[src/design/cvtpg_pkg.sv]
/*
 Constants for the CSI-2 video test pattern generator: register map,
 field positions, reset values, packet codes, colours and timing.
 Assumes a 32-bit AXI4-Lite register bus and a 200 MHz core clock.
*/
package cvtpg_pkg;
   // ------------------------------------------------------------
   // Register byte offsets
   // ------------------------------------------------------------
   localparam logic [7:0] OFF_CTRL = 8'h00;
   localparam logic [7:0] OFF_CSI = 8'h04;
   localparam logic [7:0] OFF_LINE_SIZE = 8'h08;
   localparam logic [7:0] OFF_BAR_SIZE = 8'h0C;
   localparam logic [7:0] OFF_ACT_LPF = 8'h10;
   localparam logic [7:0] OFF_TOT_LPF = 8'h14;
   localparam logic [7:0] OFF_LINE_PD = 8'h18;
   localparam logic [7:0] OFF_VBP = 8'h1C;
   localparam logic [7:0] OFF_VFP = 8'h20;
   localparam logic [7:0] OFF_BLK_LEN = 8'h24;
   localparam logic [7:0] OFF_STATUS = 8'h28;
   localparam logic [7:0] OFF_BLK_BASE = 8'h40;
   localparam logic [7:0] OFF_BLK_END = 8'h80;
   // ------------------------------------------------------------
   // Control fields
   // ------------------------------------------------------------
   localparam int CTRL_EN = 0;
   localparam int CTRL_FIXED = 1;
   localparam int CTRL_INV = 2;
   localparam int CTRL_BARS_LO = 4;
   localparam int CSI_VC_LO = 6;
   localparam int STAT_LINE_LO = 16;
   // ------------------------------------------------------------
   // Reset values
   // ------------------------------------------------------------
   localparam logic [1:0] RST_BAR_SEL = 2'h3;
   localparam logic [5:0] RST_DT = 6'h24;
   localparam logic [15:0] RST_LINE_SIZE = 16'h0040;
   localparam logic [15:0] RST_BAR_SIZE = 16'h0008;
   localparam logic [15:0] RST_ACT_LPF = 16'h0004;
   localparam logic [15:0] RST_TOT_LPF = 16'h0008;
   localparam logic [15:0] RST_LINE_PD = 16'h0064;
   localparam logic [4:0] RST_BLK_LEN = 5'h03;
   // ------------------------------------------------------------
   // Bus answers and packet codes
   // ------------------------------------------------------------
   localparam logic [1:0] RESP_OKAY = 2'h0;
   localparam logic [1:0] RESP_SLVERR = 2'h2;
   localparam logic [5:0] DT_FRAME_START = 6'h00;
   localparam logic [5:0] DT_FRAME_END = 6'h01;
   localparam logic [7:0] REF_COLOUR [8] = '{8'hAA, 8'h33, 8'hF0, 8'h7F,
      8'h55, 8'hCC, 8'h0F, 8'h80};
   // ------------------------------------------------------------
   // Timing: line period unit in core clock cycles
   // ------------------------------------------------------------
   localparam int LINE_UNIT_NS = 10;
   localparam int CORE_CLK_MHZ = 200;
   localparam int UNIT_CYC_RAW = (LINE_UNIT_NS * CORE_CLK_MHZ) / 1000;
   localparam int UNIT_CYC = (UNIT_CYC_RAW < 1) ? 1 : UNIT_CYC_RAW;
   typedef enum logic [1:0] {ST_WAIT, ST_FS, ST_LINE, ST_FE} cvtpg_state_t;
endpackage

[src/design/cvtpg_top.sv]
/*
 CSI-2 video test pattern generator: AXI4-Lite register slave, line
 timer, frame sequencer and byte-wide packet source for the CSI-2
 transmitter. Assumes the transmitter wraps each beat group into a
 packet and applies back-pressure through tx_ready.
*/
// Chosen here: the register offsets and register access over AXI4-Lite.
`timescale 1ns/1ps
module cvtpg_top
#(
   parameter int ADDR_W = 8,
   parameter int BLK_MAX = 16
)
(
   input wire logic core_clk,
   input wire logic reset,
   input wire logic [ADDR_W-1:0] s_axi_awaddr,
   input wire logic s_axi_awvalid,
   output logic s_axi_awready,
   input wire logic [31:0] s_axi_wdata,
   input wire logic [3:0] s_axi_wstrb,
   input wire logic s_axi_wvalid,
   output logic s_axi_wready,
   output logic [1:0] s_axi_bresp,
   output logic s_axi_bvalid,
   input wire logic s_axi_bready,
   input wire logic [ADDR_W-1:0] s_axi_araddr,
   input wire logic s_axi_arvalid,
   output logic s_axi_arready,
   output logic [31:0] s_axi_rdata,
   output logic [1:0] s_axi_rresp,
   output logic s_axi_rvalid,
   input wire logic s_axi_rready,
   output logic tx_valid,
   input wire logic tx_ready,
   output logic tx_first,
   output logic tx_last,
   output logic tx_long,
   output logic [5:0] tx_dt,
   output logic [1:0] tx_vc,
   output logic [15:0] tx_wc,
   output logic [7:0] tx_data
);
   import cvtpg_pkg::*;

   // ------------------------------------------------------------
   // Configuration storage
   // ------------------------------------------------------------
   logic en_q, fixed_q, inv_q;
   logic [1:0] bar_sel_q, vc_q;
   logic [5:0] dt_q;
   logic [15:0] line_size_q, bytes_per_bar_q, act_lpf_q, tot_lpf_q;
   logic [15:0] line_period_count_q, vbp_q, vfp_q, line_idx_q;
   logic [4:0] blk_len_q;
   logic [7:0] blk_q [BLK_MAX];
   logic in_frame_q;

   // ------------------------------------------------------------
   // AXI4-Lite slave
   // ------------------------------------------------------------
   logic aw_have_q, w_have_q, bvalid_q, rvalid_q;
   logic [ADDR_W-1:0] aw_addr_q;
   logic [31:0] w_data_q, rdata_q, wr_val;
   logic [3:0] w_strb_q;
   logic [1:0] bresp_q, rresp_q;
   logic [32:0] wr_cur, rd_cur;
   logic wr_go;

   // Hit flag in bit 32, read value below; reserved bits read zero
   function automatic logic [32:0] reg_read(input logic [ADDR_W-1:0] a);
      logic [7:0] w;
      w = {a[7:2], 2'h0};
      reg_read = {1'b1, 32'h0};
      if (w >= OFF_BLK_BASE && w < OFF_BLK_END)
         reg_read[7:0] = blk_q[w[5:2]];
      else
         case (w)
            OFF_CTRL: reg_read[31:0] = {26'h0, bar_sel_q, 1'b0, inv_q,
               fixed_q, en_q};
            OFF_CSI: reg_read[7:0] = {vc_q, dt_q};
            OFF_LINE_SIZE: reg_read[15:0] = line_size_q;
            OFF_BAR_SIZE: reg_read[15:0] = bytes_per_bar_q;
            OFF_ACT_LPF: reg_read[15:0] = act_lpf_q;
            OFF_TOT_LPF: reg_read[15:0] = tot_lpf_q;
            OFF_LINE_PD: reg_read[15:0] = line_period_count_q;
            OFF_VBP: reg_read[15:0] = vbp_q;
            OFF_VFP: reg_read[15:0] = vfp_q;
            OFF_BLK_LEN: reg_read[4:0] = blk_len_q;
            OFF_STATUS: reg_read[31:0] = {line_idx_q, 15'h0, in_frame_q};
            default: reg_read = 33'h0;
         endcase
   endfunction

   // Address and data may arrive in either order; a response blocks both
   assign s_axi_awready = !aw_have_q && !bvalid_q;
   assign s_axi_wready = !w_have_q && !bvalid_q;
   assign wr_go = aw_have_q && w_have_q && !bvalid_q;
   assign s_axi_bvalid = bvalid_q;
   assign s_axi_bresp = bresp_q;
   assign s_axi_arready = !rvalid_q;
   assign s_axi_rvalid = rvalid_q;
   assign s_axi_rdata = rdata_q;
   assign s_axi_rresp = rresp_q;

   // Byte lanes merge into the current contents; a process, not an assign,
   // so that register changes seen inside the decoder also wake it
   always_comb
   begin
      wr_cur = reg_read(aw_addr_q);
      rd_cur = reg_read(s_axi_araddr);
      for (int i = 0; i < 4; i++)
         wr_val[i*8 +: 8] = w_strb_q[i] ? w_data_q[i*8 +: 8] :
            wr_cur[i*8 +: 8];
   end

   // Write channel handshakes and response
   always_ff @(posedge core_clk)
   begin
      if (reset)
      begin
         aw_have_q <= 1'b0;
         w_have_q <= 1'b0;
         bvalid_q <= 1'b0;
         bresp_q <= RESP_OKAY;
         aw_addr_q <= '0;
         w_data_q <= 32'h0;
         w_strb_q <= 4'h0;
      end
      else
      begin
         if (s_axi_awvalid && s_axi_awready)
         begin
            aw_have_q <= 1'b1;
            aw_addr_q <= s_axi_awaddr;
         end
         if (s_axi_wvalid && s_axi_wready)
         begin
            w_have_q <= 1'b1;
            w_data_q <= s_axi_wdata;
            w_strb_q <= s_axi_wstrb;
         end
         if (wr_go)
         begin
            aw_have_q <= 1'b0;
            w_have_q <= 1'b0;
            bvalid_q <= 1'b1;
            bresp_q <= wr_cur[32] ? RESP_OKAY : RESP_SLVERR;
         end
         else if (bvalid_q && s_axi_bready)
            bvalid_q <= 1'b0;
      end
   end

   // Read channel: answer one cycle after the address is taken
   always_ff @(posedge core_clk)
   begin
      if (reset)
      begin
         rvalid_q <= 1'b0;
         rdata_q <= 32'h0;
         rresp_q <= RESP_OKAY;
      end
      else if (s_axi_arvalid && !rvalid_q)
      begin
         rvalid_q <= 1'b1;
         rdata_q <= rd_cur[31:0];
         rresp_q <= rd_cur[32] ? RESP_OKAY : RESP_SLVERR;
      end
      else if (rvalid_q && s_axi_rready)
         rvalid_q <= 1'b0;
   end

   // Pattern and frame settings; the same dimensions serve both modes
   always_ff @(posedge core_clk)
   begin
      if (reset)
      begin
         en_q <= 1'b0;
         fixed_q <= 1'b0;
         inv_q <= 1'b0;
         bar_sel_q <= RST_BAR_SEL;
         dt_q <= RST_DT;
         vc_q <= 2'h0;
         line_size_q <= RST_LINE_SIZE;
         bytes_per_bar_q <= RST_BAR_SIZE;
         act_lpf_q <= RST_ACT_LPF;
         tot_lpf_q <= RST_TOT_LPF;
         line_period_count_q <= RST_LINE_PD;
         vbp_q <= 16'h0;
         vfp_q <= 16'h0;
         blk_len_q <= RST_BLK_LEN;
      end
      else if (wr_go)
         case ({aw_addr_q[7:2], 2'h0})
            OFF_CTRL:
            begin
               en_q <= wr_val[CTRL_EN];
               fixed_q <= wr_val[CTRL_FIXED];
               inv_q <= wr_val[CTRL_INV];
               bar_sel_q <= wr_val[CTRL_BARS_LO +: 2];
            end
            OFF_CSI:
            begin
               dt_q <= wr_val[5:0];
               vc_q <= wr_val[CSI_VC_LO +: 2];
            end
            OFF_LINE_SIZE: line_size_q <= wr_val[15:0];
            OFF_BAR_SIZE: bytes_per_bar_q <= wr_val[15:0];
            OFF_ACT_LPF: act_lpf_q <= wr_val[15:0];
            OFF_TOT_LPF: tot_lpf_q <= wr_val[15:0];
            OFF_LINE_PD: line_period_count_q <= wr_val[15:0];
            OFF_VBP: vbp_q <= wr_val[15:0];
            OFF_VFP: vfp_q <= wr_val[15:0];
            OFF_BLK_LEN: blk_len_q <= wr_val[4:0];
            default: ;
         endcase
   end

   // Fixed colour block bytes, one word each
   for (genvar g = 0; g < BLK_MAX; g++)
   begin : g_blk
      always_ff @(posedge core_clk)
      begin
         if (reset)
            blk_q[g] <= 8'h00;
         else if (wr_go && aw_addr_q[7:2] == OFF_BLK_BASE[7:2] + 6'(g))
            blk_q[g] <= wr_val[7:0];
      end
   end

   // ------------------------------------------------------------
   // Line timer
   // ------------------------------------------------------------
   localparam int UW = (UNIT_CYC > 1) ? $clog2(UNIT_CYC) : 1;
   logic [UW-1:0] unit_q;
   logic [15:0] pd_q, pd_last;
   logic unit_end, line_end, line_start;
   assign pd_last = (line_period_count_q == 16'h0) ? 16'h0 :
      line_period_count_q - 16'h1;
   assign unit_end = unit_q == UW'(UNIT_CYC - 1);
   assign line_end = en_q && unit_end && pd_q == pd_last;
   assign line_start = en_q && unit_q == '0 && pd_q == 16'h0;

   // A zero period is taken as one unit
   always_ff @(posedge core_clk)
   begin
      if (reset || !en_q)
      begin
         unit_q <= '0;
         pd_q <= 16'h0;
         line_idx_q <= 16'h0;
      end
      else
      begin
         unit_q <= unit_end ? '0 : unit_q + UW'(1);
         if (line_end)
         begin
            pd_q <= 16'h0;
            line_idx_q <= (line_idx_q + 16'h1 >= tot_lpf_q) ? 16'h0 :
               line_idx_q + 16'h1;
         end
         else if (unit_end)
            pd_q <= pd_q + 16'h1;
      end
   end

   // ------------------------------------------------------------
   // Frame sequencer
   // ------------------------------------------------------------
   logic [16:0] act_end, fe_line;
   logic fs_ev, act_ev, fe_ev, act_pend_q, load, line_done;
   cvtpg_state_t st_q;
   assign act_end = 17'(vbp_q) + 17'(act_lpf_q);
   assign fe_line = act_end + 17'(vfp_q);
   assign fs_ev = line_idx_q == 16'h0;
   assign act_ev = line_idx_q >= vbp_q && 17'(line_idx_q) < act_end;
   assign fe_ev = 17'(line_idx_q) == fe_line;
   assign load = !tx_valid || tx_ready;

   // Byte position state for the current line
   logic [15:0] pos_q, bar_cnt_q;
   logic [2:0] bar_idx_q, bars_m1;
   logic [3:0] blk_pos_q;
   logic [7:0] ref_byte, fix_byte;
   assign bars_m1 = 3'((4'h1 << bar_sel_q) - 4'h1);
   assign line_done = pos_q + 16'h1 >= line_size_q;
   assign ref_byte = REF_COLOUR[bar_idx_q];
   assign fix_byte = blk_q[blk_pos_q] ^ {8{inv_q & bar_idx_q[0]}};

   // A line start while the previous line is still draining is dropped
   always_ff @(posedge core_clk)
   begin
      if (reset || !en_q)
      begin
         st_q <= ST_WAIT;
         act_pend_q <= 1'b0;
         in_frame_q <= 1'b0;
      end
      else
         case (st_q)
            ST_WAIT:
               if (line_start)
               begin
                  act_pend_q <= fs_ev && act_ev;
                  if (fs_ev)
                     st_q <= ST_FS;
                  else if (act_ev)
                     st_q <= ST_LINE;
                  else if (fe_ev && in_frame_q)
                     st_q <= ST_FE;
               end
            ST_FS:
               if (load)
               begin
                  in_frame_q <= 1'b1;
                  st_q <= act_pend_q ? ST_LINE : ST_WAIT;
               end
            ST_LINE:
               if (load && line_done)
                  st_q <= ST_WAIT;
            ST_FE:
               if (load)
               begin
                  in_frame_q <= 1'b0;
                  st_q <= ST_WAIT;
               end
            default: st_q <= ST_WAIT;
         endcase
   end

   // Bar and block walk; the last bar never advances, absorbing the rest
   always_ff @(posedge core_clk)
   begin
      if (reset || st_q != ST_LINE)
      begin
         pos_q <= 16'h0;
         bar_cnt_q <= 16'h0;
         bar_idx_q <= 3'h0;
         blk_pos_q <= 4'h0;
      end
      else if (load)
      begin
         pos_q <= pos_q + 16'h1;
         if (bar_cnt_q + 16'h1 >= bytes_per_bar_q && bar_idx_q != bars_m1)
         begin
            bar_cnt_q <= 16'h0;
            bar_idx_q <= bar_idx_q + 3'h1;
         end
         else
            bar_cnt_q <= bar_cnt_q + 16'h1;
         blk_pos_q <= (5'(blk_pos_q) + 5'h1 >= blk_len_q) ? 4'h0 :
            blk_pos_q + 4'h1;
      end
   end

   // ------------------------------------------------------------
   // Packet output to the transmitter
   // ------------------------------------------------------------
   logic [2:0] tx_bar_q;
   logic [15:0] tx_pos_q;
   logic [7:0] tx_exp_q;

   // Beats hold until taken; short packets are single beats
   always_ff @(posedge core_clk)
   begin
      if (reset)
      begin
         tx_valid <= 1'b0;
         tx_first <= 1'b0;
         tx_last <= 1'b0;
         tx_long <= 1'b0;
         tx_dt <= 6'h0;
         tx_vc <= 2'h0;
         tx_wc <= 16'h0;
         tx_data <= 8'h00;
         tx_bar_q <= 3'h0;
         tx_pos_q <= 16'h0;
         tx_exp_q <= 8'h00;
      end
      else if (load)
      begin
         tx_valid <= st_q != ST_WAIT && en_q;
         tx_first <= st_q != ST_LINE || pos_q == 16'h0;
         tx_last <= st_q != ST_LINE || line_done;
         tx_long <= st_q == ST_LINE;
         tx_vc <= vc_q;
         tx_bar_q <= bar_idx_q;
         tx_pos_q <= pos_q;
         tx_exp_q <= fix_byte;
         case (st_q)
            ST_FS: tx_dt <= DT_FRAME_START;
            ST_FE: tx_dt <= DT_FRAME_END;
            default: tx_dt <= dt_q;
         endcase
         tx_wc <= (st_q == ST_LINE) ? line_size_q : 16'h0;
         if (st_q == ST_LINE)
            tx_data <= fixed_q ? fix_byte : ref_byte;
         else
            tx_data <= 8'h00;
      end
   end
endmodule

[config.mk]
export PLATFORM = sky130hd
export DESIGN_NAME = cvtpg_top
export DESIGN_NICKNAME = d
export VERILOG_FILES = /design/src/design/cvtpg_pkg.sv /design/src/design/cvtpg_top.sv
export SDC_FILE = /design/constraint.sdc
export NUM_CORES = 1
export LEC_CHECK = 0
export BUFFER_PORTS_ARGS = -buffer_cell sky130_fd_sc_hd__buf_2
export CORE_AREA = 2 2 212 214
export CTS_CLUSTER_SIZE = 24
export DETAILED_ROUTE_END_ITERATION = 6
export DIE_AREA = 0 0 214 216
export PLACE_DENSITY_LB_ADDON = 0.15
export REMOVE_ABC_BUFFERS = 1
export SLEW_MARGIN = 20
export SYNTH_ARGS = -nofsm -noshare
export SYNTH_HDL_FRONTEND = slang
export SYNTH_SLANG_ARGS = --single-unit
[constraint.sdc]
create_clock -name core_clk -period 5.1 [get_ports core_clk]
set_input_delay 0.255 -clock core_clk [delete_from_list [all_inputs] [get_ports core_clk]]
set_output_delay 0.255 -clock core_clk [all_outputs]
set_load 0.005 [all_outputs]
==> results of run 1 <==
power breakdown:
part | total, W | switching (W) | internal (W)
clock network | 0.00387 | 0.00152 | 0.00235
registers | 0.00375 | 0.0000915 | 0.00366
logic | 0.000697 | 0.000455 | 0.000242
what timing repair did:
item,4_1_cts,5_1_grt
setup buffers,2,5
hold endpoints to repair,30,0
pin swaps,1,21
resized for setup,4,29
hold buffers,27,0
setup endpoints to repair,2,2
metrics by stage:
| step | total power, W | worst slack [ns] | util |
|---|---|---|---|
| after global routing | 0.00849 | -0.118 | 0.675 |
| after global placement | 0.00446 | 0.0311 | 0.624 |
| after floorplan | 0.00412 | 0.382 | - |
| final | 0.00832 | 0.0946 | 0.675 |
| after detailed placement | 0.00448 | -0.0431 | 0.624 |
| after CTS | 0.00829 | 0.00704 | 0.671 |
critical path, cell delays in order (launching register included):
cell	delay [ns]
dfxtp_2	0.34
ha_4	0.17
inv_2	0.05
fa_2	0.23
nor2b_2	0.05
o31a_1	0.31
o21ai_2	0.14
nand2b_1	0.11
a21o_1	0.19
a21o_1	0.17
a21o_1	0.17
a21o_1	0.19
xor2_2	0.21
ha_4	0.25
a21o_4	0.24
a31o_4	0.23
a22o_1	0.21
nor4b_2	0.28
o2111ai_1	0.14
or4_4	0.46
or4_4	0.57
nand3_2	0.11
a21oi_2	0.06
metal layers:
layer / wire length [µm] / track usage / vias up
met5: 0 / 0 / -
met4: 7370 / 0.261 / 0
met3: 7480 / 0.0595 / 345
met2: 42400 / 0.633 / 1305
met1: 33600 / 0.477 / 11376
li1: - / - / 10416
logic make-up (layout without fill, tap and decap cells):
family / after synthesis / in the layout
and+or+nand+nor: 974 / 974
AOI/OAI and AO/OA: 664 / 664
DFF: 440 / 440
buffers and inverters: 302 / 424
muxes: 150 / 150
adders and majority gates: 139 / 139
xor gates and xnor gates: 129 / 129
other: 1 / 2
synth_stat cells, types with 28 or more instances:
| cell | number |
|---|---|
| a21o_1 | 65 |
| a211oi_1 | 47 |
| nor2_1 | 505 |
| a22oi_1 | 76 |
| mux2i_1 | 28 |
| dfxtp_1 | 312 |
| nand3_1 | 46 |
| a22o_1 | 46 |
| mux4_2 | 120 |
| nand2_1 | 168 |
| and3_1 | 37 |
| inv_1 | 110 |
| nor3_1 | 66 |
| ha_1 | 137 |
| clkbuf_1 | 154 |
| edfxtp_1 | 128 |
| o21ai_0 | 67 |
| a21oi_1 | 174 |
| xnor2_1 | 55 |
| xor2_1 | 74 |
worst paths after layout:
check / endpoint / slack (ns)
max: st_q[1]$_SDFFE_PP0P_ / 0.09
min: s_axi_rdata[26]$_SDFFE_PP0P_ / 0.09
max reg2reg: st_q[1]$_SDFFE_PP0P_ / 0.09
min reg2reg: tx_long$_SDFFE_PP0N_ / 0.45
area by class of cell:
type	count	area (µm²)
Multi-Input combinational cell	2058	15100
Clock inverter	28	393
Fill cell	3430	14200
Inverter	111	417
Sequential cell	440	10100
Timing Repair Buffer	223	1480
Clock buffer	62	1360
Tap cell	592	741
==> impl_metrics.toml, run 1 <==
[status]
status = "completed"

[logic_synthesis]
synth_area_leaders = "dfxtp_1 (24%), edfxtp_1 (15%), mux4_2 (10%), nor2_1 (7.3%), ha_1 (6.6%)"
yosysTopAreaCellShare = 0.239
synth_top_family_by_area = "compound AO/OA/AOI/OAI gates"
synth_edf_count = 128
syn_area_per_cell_um2 = 9.33
synthCells = 2799
synth_simple_gate_area_frac = 0.169
yosysWarningCount = 0
synth.mux.area_fraction = 0.115
yosys.area_share.xor_xnor = 0.0433
synth_compound_area_frac = 0.174
yosys.area_share.adder = 0.0672
synth_area_um2 = 26100
synth-seq-cells = 440
synth.largest_area_cell = "dfxtp_1"
async_flop_share = 0
ys_types = 75
yosysSeqAreaShare = 0.387
synth-main-ff-cell = "dfxtp_1"

[detailed_routing]
wl_per_cell_um = 25.9
wl_mm = 90.9
drt_first_iter_violations = 2529
vias_per_cell = 6.67
drc = 0
vias = 23442
ant_nets = 0
dr.pass1.iters = 6

[worst_hold_path]
hold_class = "in -> reg"
hold_depth = 2
worstHoldStart = "reset"

[pwr]
ir_drop_mv = 0.317
p_per_area_nw_per_um2 = 281
p_leak_nw = 11.6

[floorplan]
pin_count = 137
dieArea_um2 = 46200
die_x_um = 214
num_rows = 77
initial_core_util = 0.595
coreArea_um2 = 43800
die_y_um = 216

[global_route]
first_global_vias = 22391
grt_pass1_wl_mm = 137
grt_antenna_before_repair = 0
grt-ovfl-total = 0
gr-usage-all-layers = 0.388
grt_max_degree = 116

[cells_and_area]
layout.cells.non_filler = 3514
final_nets = 3081
layout_common_cells = "nor2_1 (503), dfxtp_1 (306), a21oi_1 (170)"
diodes = 0
area_delta_synth_final_pct = 13.4
largest-register = "blk_q"
layout_commonest_cell = "nor2_1"
drive_above_1_share = 0.164
largest_reg_flops = 128
final_area_um2 = 29600

[timing]
worstMarginPinSlew_ns = 1.14
hold_violations = 0
hold-worst-slack_ns = 0.0882
rsz0062_at_grt = "true"
post-route-period-util = 0.981
slew_viol_final = 0
setup_violations = 0
fin_skew_ns = 0.0224
max_slew_margin = 0.231
fmax_ghz = 0.200
period_needed_ns = 5.01
setup-tns-final_ns = 0

[setup_path]
cp-startpoint = "vbp_q[0]$_SDFFE_PP0P_"
cp.required_ns = 5.57
end_kind = "register"
worst_setup_path_start_kind = "register"
r2r_cells = 22
r2r_start = "vbp_q[0]$_SDFFE_PP0P_"
worstSetupPathType = "reg -> reg"
cp.arrival_ns = 5.48
cp_max_fo = 5

[clocking]
clkLatencyLatePin_ns = 0.61
ctsRootBufferMaster = "clkbuf_16"
clk_pin_slew_worst_paths_ns = 0.07
numCtsBuffers = 48
clock-sinks = 440
cts_tree = "yes"
h-tree-depth = 2
clk_path_buf_depth = 3

[placement]
place_inst = 3390
port_buffers = 112
hpwl_mm = 65.8
gp_congestion = 1.04
place_area_um2 = 27300

[flow_run]
cap_violations = 0
Power figures use the tool's default switching activity.
==> inputs of run 2 (changes only) <==
- clock period: 5.1 -> 6 ns (I/O delays scaled with it)
==> run 2 against run 1 <==
  * Clock skew fell by 0.0030 ns
  * Combinational power decreased by 16%
  * Worst hold slack worse by 0.052 ns
  * Sequential share of layout area grew 0.63 points
  * Non-clock buffer count down 50
  * Cell count decreased by 1.5%
  * Register-to-register slack better by 0.31 ns
==> impl_metrics.toml, run 2 (synthesized netlist as in run 1, its figures left out) <==
[status]
status = "completed"

[timing]
hold_violations = 0
post-route-period-util = 0.932
setup-tns-final_ns = 0
fin_skew_ns = 0.0193
period_needed_ns = 5.59
setup_violations = 0
worstMarginPinSlew_ns = 1.24
rsz0062_at_grt = "false"
slew_viol_final = 0
max_slew_margin = 0.165
fmax_ghz = 0.179

[detailed_routing]
drt_first_iter_violations = 2642
vias = 23017
vias_per_cell = 6.65
dr.pass1.iters = 6
ant_nets = 0
drc = 0
wl_mm = 88.4
wl_per_cell_um = 25.5

[clocking]
ctsResizeCount = 0
postCtsSetupBuffers = 0
clk_path_buf_depth = 3
clkLatencyLatePin_ns = 0.60
numCtsBuffers = 48
h-tree-depth = 2
ctsRootBufferMaster = "clkbuf_16"
clk_pin_slew_worst_paths_ns = 0.06
cts_tree = "yes"
clock-sinks = 440
ctsHoldBuffers = 24

[cells_and_area]
layout_commonest_cell = "nor2_1"
largest-register = "blk_q"
layout.cells.non_filler = 3463
drive_above_1_share = 0.141
largest_reg_flops = 128
area_delta_synth_final_pct = 11.3
final_nets = 3031
layout_common_cells = "nor2_1 (502), dfxtp_1 (308), a21oi_1 (174)"

[global_route]
grt-ovfl-total = 0
gr-usage-all-layers = 0.376
first_global_vias = 22052
grt_max_degree = 139
grt_pass1_wl_mm = 133
grt_antenna_before_repair = 1

[setup_path]
cpLargestDelayFamily = "compound AO/OA/AOI/OAI gates"
slowest_delay_ns = 0.56
worstSetupPathType = "reg -> reg"
path_buf_inv = 0
end_kind = "register"
crit_chain = "ha_1 > a21o_1 > a21oi_1 > o21bai_1 > a21oi_1 > o21ai_0 > a21oi_1 > o21bai_1 > a21oi_1 > xnor2_1 > ha_1 > xnor2_1 > o21ai_0 > a222oi_1 > nor4b_1 > o2111ai_1 > or4_1 > or4_1 > nand3_1 > a21oi_1"
worst_setup_path_start_kind = "register"
cp.arrival_ns = 6.05
path_common_cell = "a21oi_1"
slowest_stage = "or4_1"
cp.required_ns = 6.46
cp_max_fo = 5

[floorplan]
initial_core_util = 0.595
pin_count = 137
dieArea_um2 = 46200
num_rows = 77
die_y_um = 216
die_x_um = 214
coreArea_um2 = 43800

[pwr]
ir_drop_mv = 0.250
p_per_area_nw_per_um2 = 241
p_leak_nw = 11.4

[flow_run]
cap_violations = 0

[placement]
hpwl_mm = 64.2
place_inst = 3350
gp_congestion = 1.03
port_buffers = 112

[worst_hold_path]
hold_class = "in -> reg"
run 2: cell types whose count changed in the layout (fill, tap and decap cells not counted), sizes merged:
cell and delta:
dlygate4sd3 -3, clkinv -10, clkbuf +12, bufinv -4, buf -47, diode +2
clkinvlp -1
run 2: routing by layer:
layer	global-route usage	wire length, µm
met5	0	13
met4	0.265	6910
met2	0.619	41400
met1	0.460	32800
met3	0.0496	7340
run 2: power breakdown:
part           leakage [nW]  total (W)  internal, W  switching (W)
clock network         0.857    0.00324      0.00197        0.00127
registers              3.84    0.00319      0.00311      0.0000774
logic                  6.67   0.000585     0.000203       0.000382
run 2: stage by stage:
step	setup WS [ns]	power, W	area, µm²	hold slack, ns	util
floorplan	1.28	0.00350	25400	0.369	-
global placement	0.590	0.00379	27000	0.428	0.617
detailed placement	0.622	0.00380	27000	0.434	0.617
CTS	0.554	0.00699	29000	0.00693	0.662
global route	0.0542	0.00714	29000	0.0460	0.663
finish	0.406	0.00701	29000	0.0363	0.663
run 2: final cells by class:
| type | instances | area (µm²) |
|---|---|---|
| diodes | 2 | 5.00 |
| clock buffers | 74 | 1530 |
| clock inverters | 13 | 208 |
| fillers | 3505 | 14800 |
| inverters | 111 | 417 |
| multi-input cells | 2058 | 15000 |
| flip-flops and latches | 440 | 10100 |
| well taps | 592 | 741 |
| repair buffers | 173 | 1100 |
run 2: worst register-to-register path, cell delays in order (launching register included):
cell and delay (ns):
dfxtp_1 0.45, ha_1 0.28, a21o_1 0.16, a21oi_1 0.24, o21bai_1 0.09, a21oi_1 0.27
o21ai_0 0.28, a21oi_1 0.30, o21bai_1 0.09, a21oi_1 0.25, xnor2_1 0.19, ha_1 0.31
xnor2_1 0.33, o21ai_0 0.15, a222oi_1 0.29, nor4b_1 0.32, o2111ai_1 0.16, or4_1 0.56
or4_1 0.52, nand3_1 0.11, a21oi_1 0.07
run 2: path summary, 6_finish.rpt:
| path | start | end | slack (ns) | cells past startpoint |
|---|---|---|---|---|
| worst max-delay path | vbp_q[1]$_SDFFE_PP0P_ | st_q[1]$_SDFFE_PP0P_ | 0.41 | 20 |
| worst min-delay path | s_axi_awaddr[4] | aw_addr_q[4]$_SDFFE_PP0P_ | 0.04 | 3 |
| worst max register to register | vbp_q[1]$_SDFFE_PP0P_ | st_q[1]$_SDFFE_PP0P_ | 0.41 | 20 |
| worst min register to register | tx_long$_SDFFE_PP0N_ | tx_long$_SDFFE_PP0N_ | 0.45 | 1 |
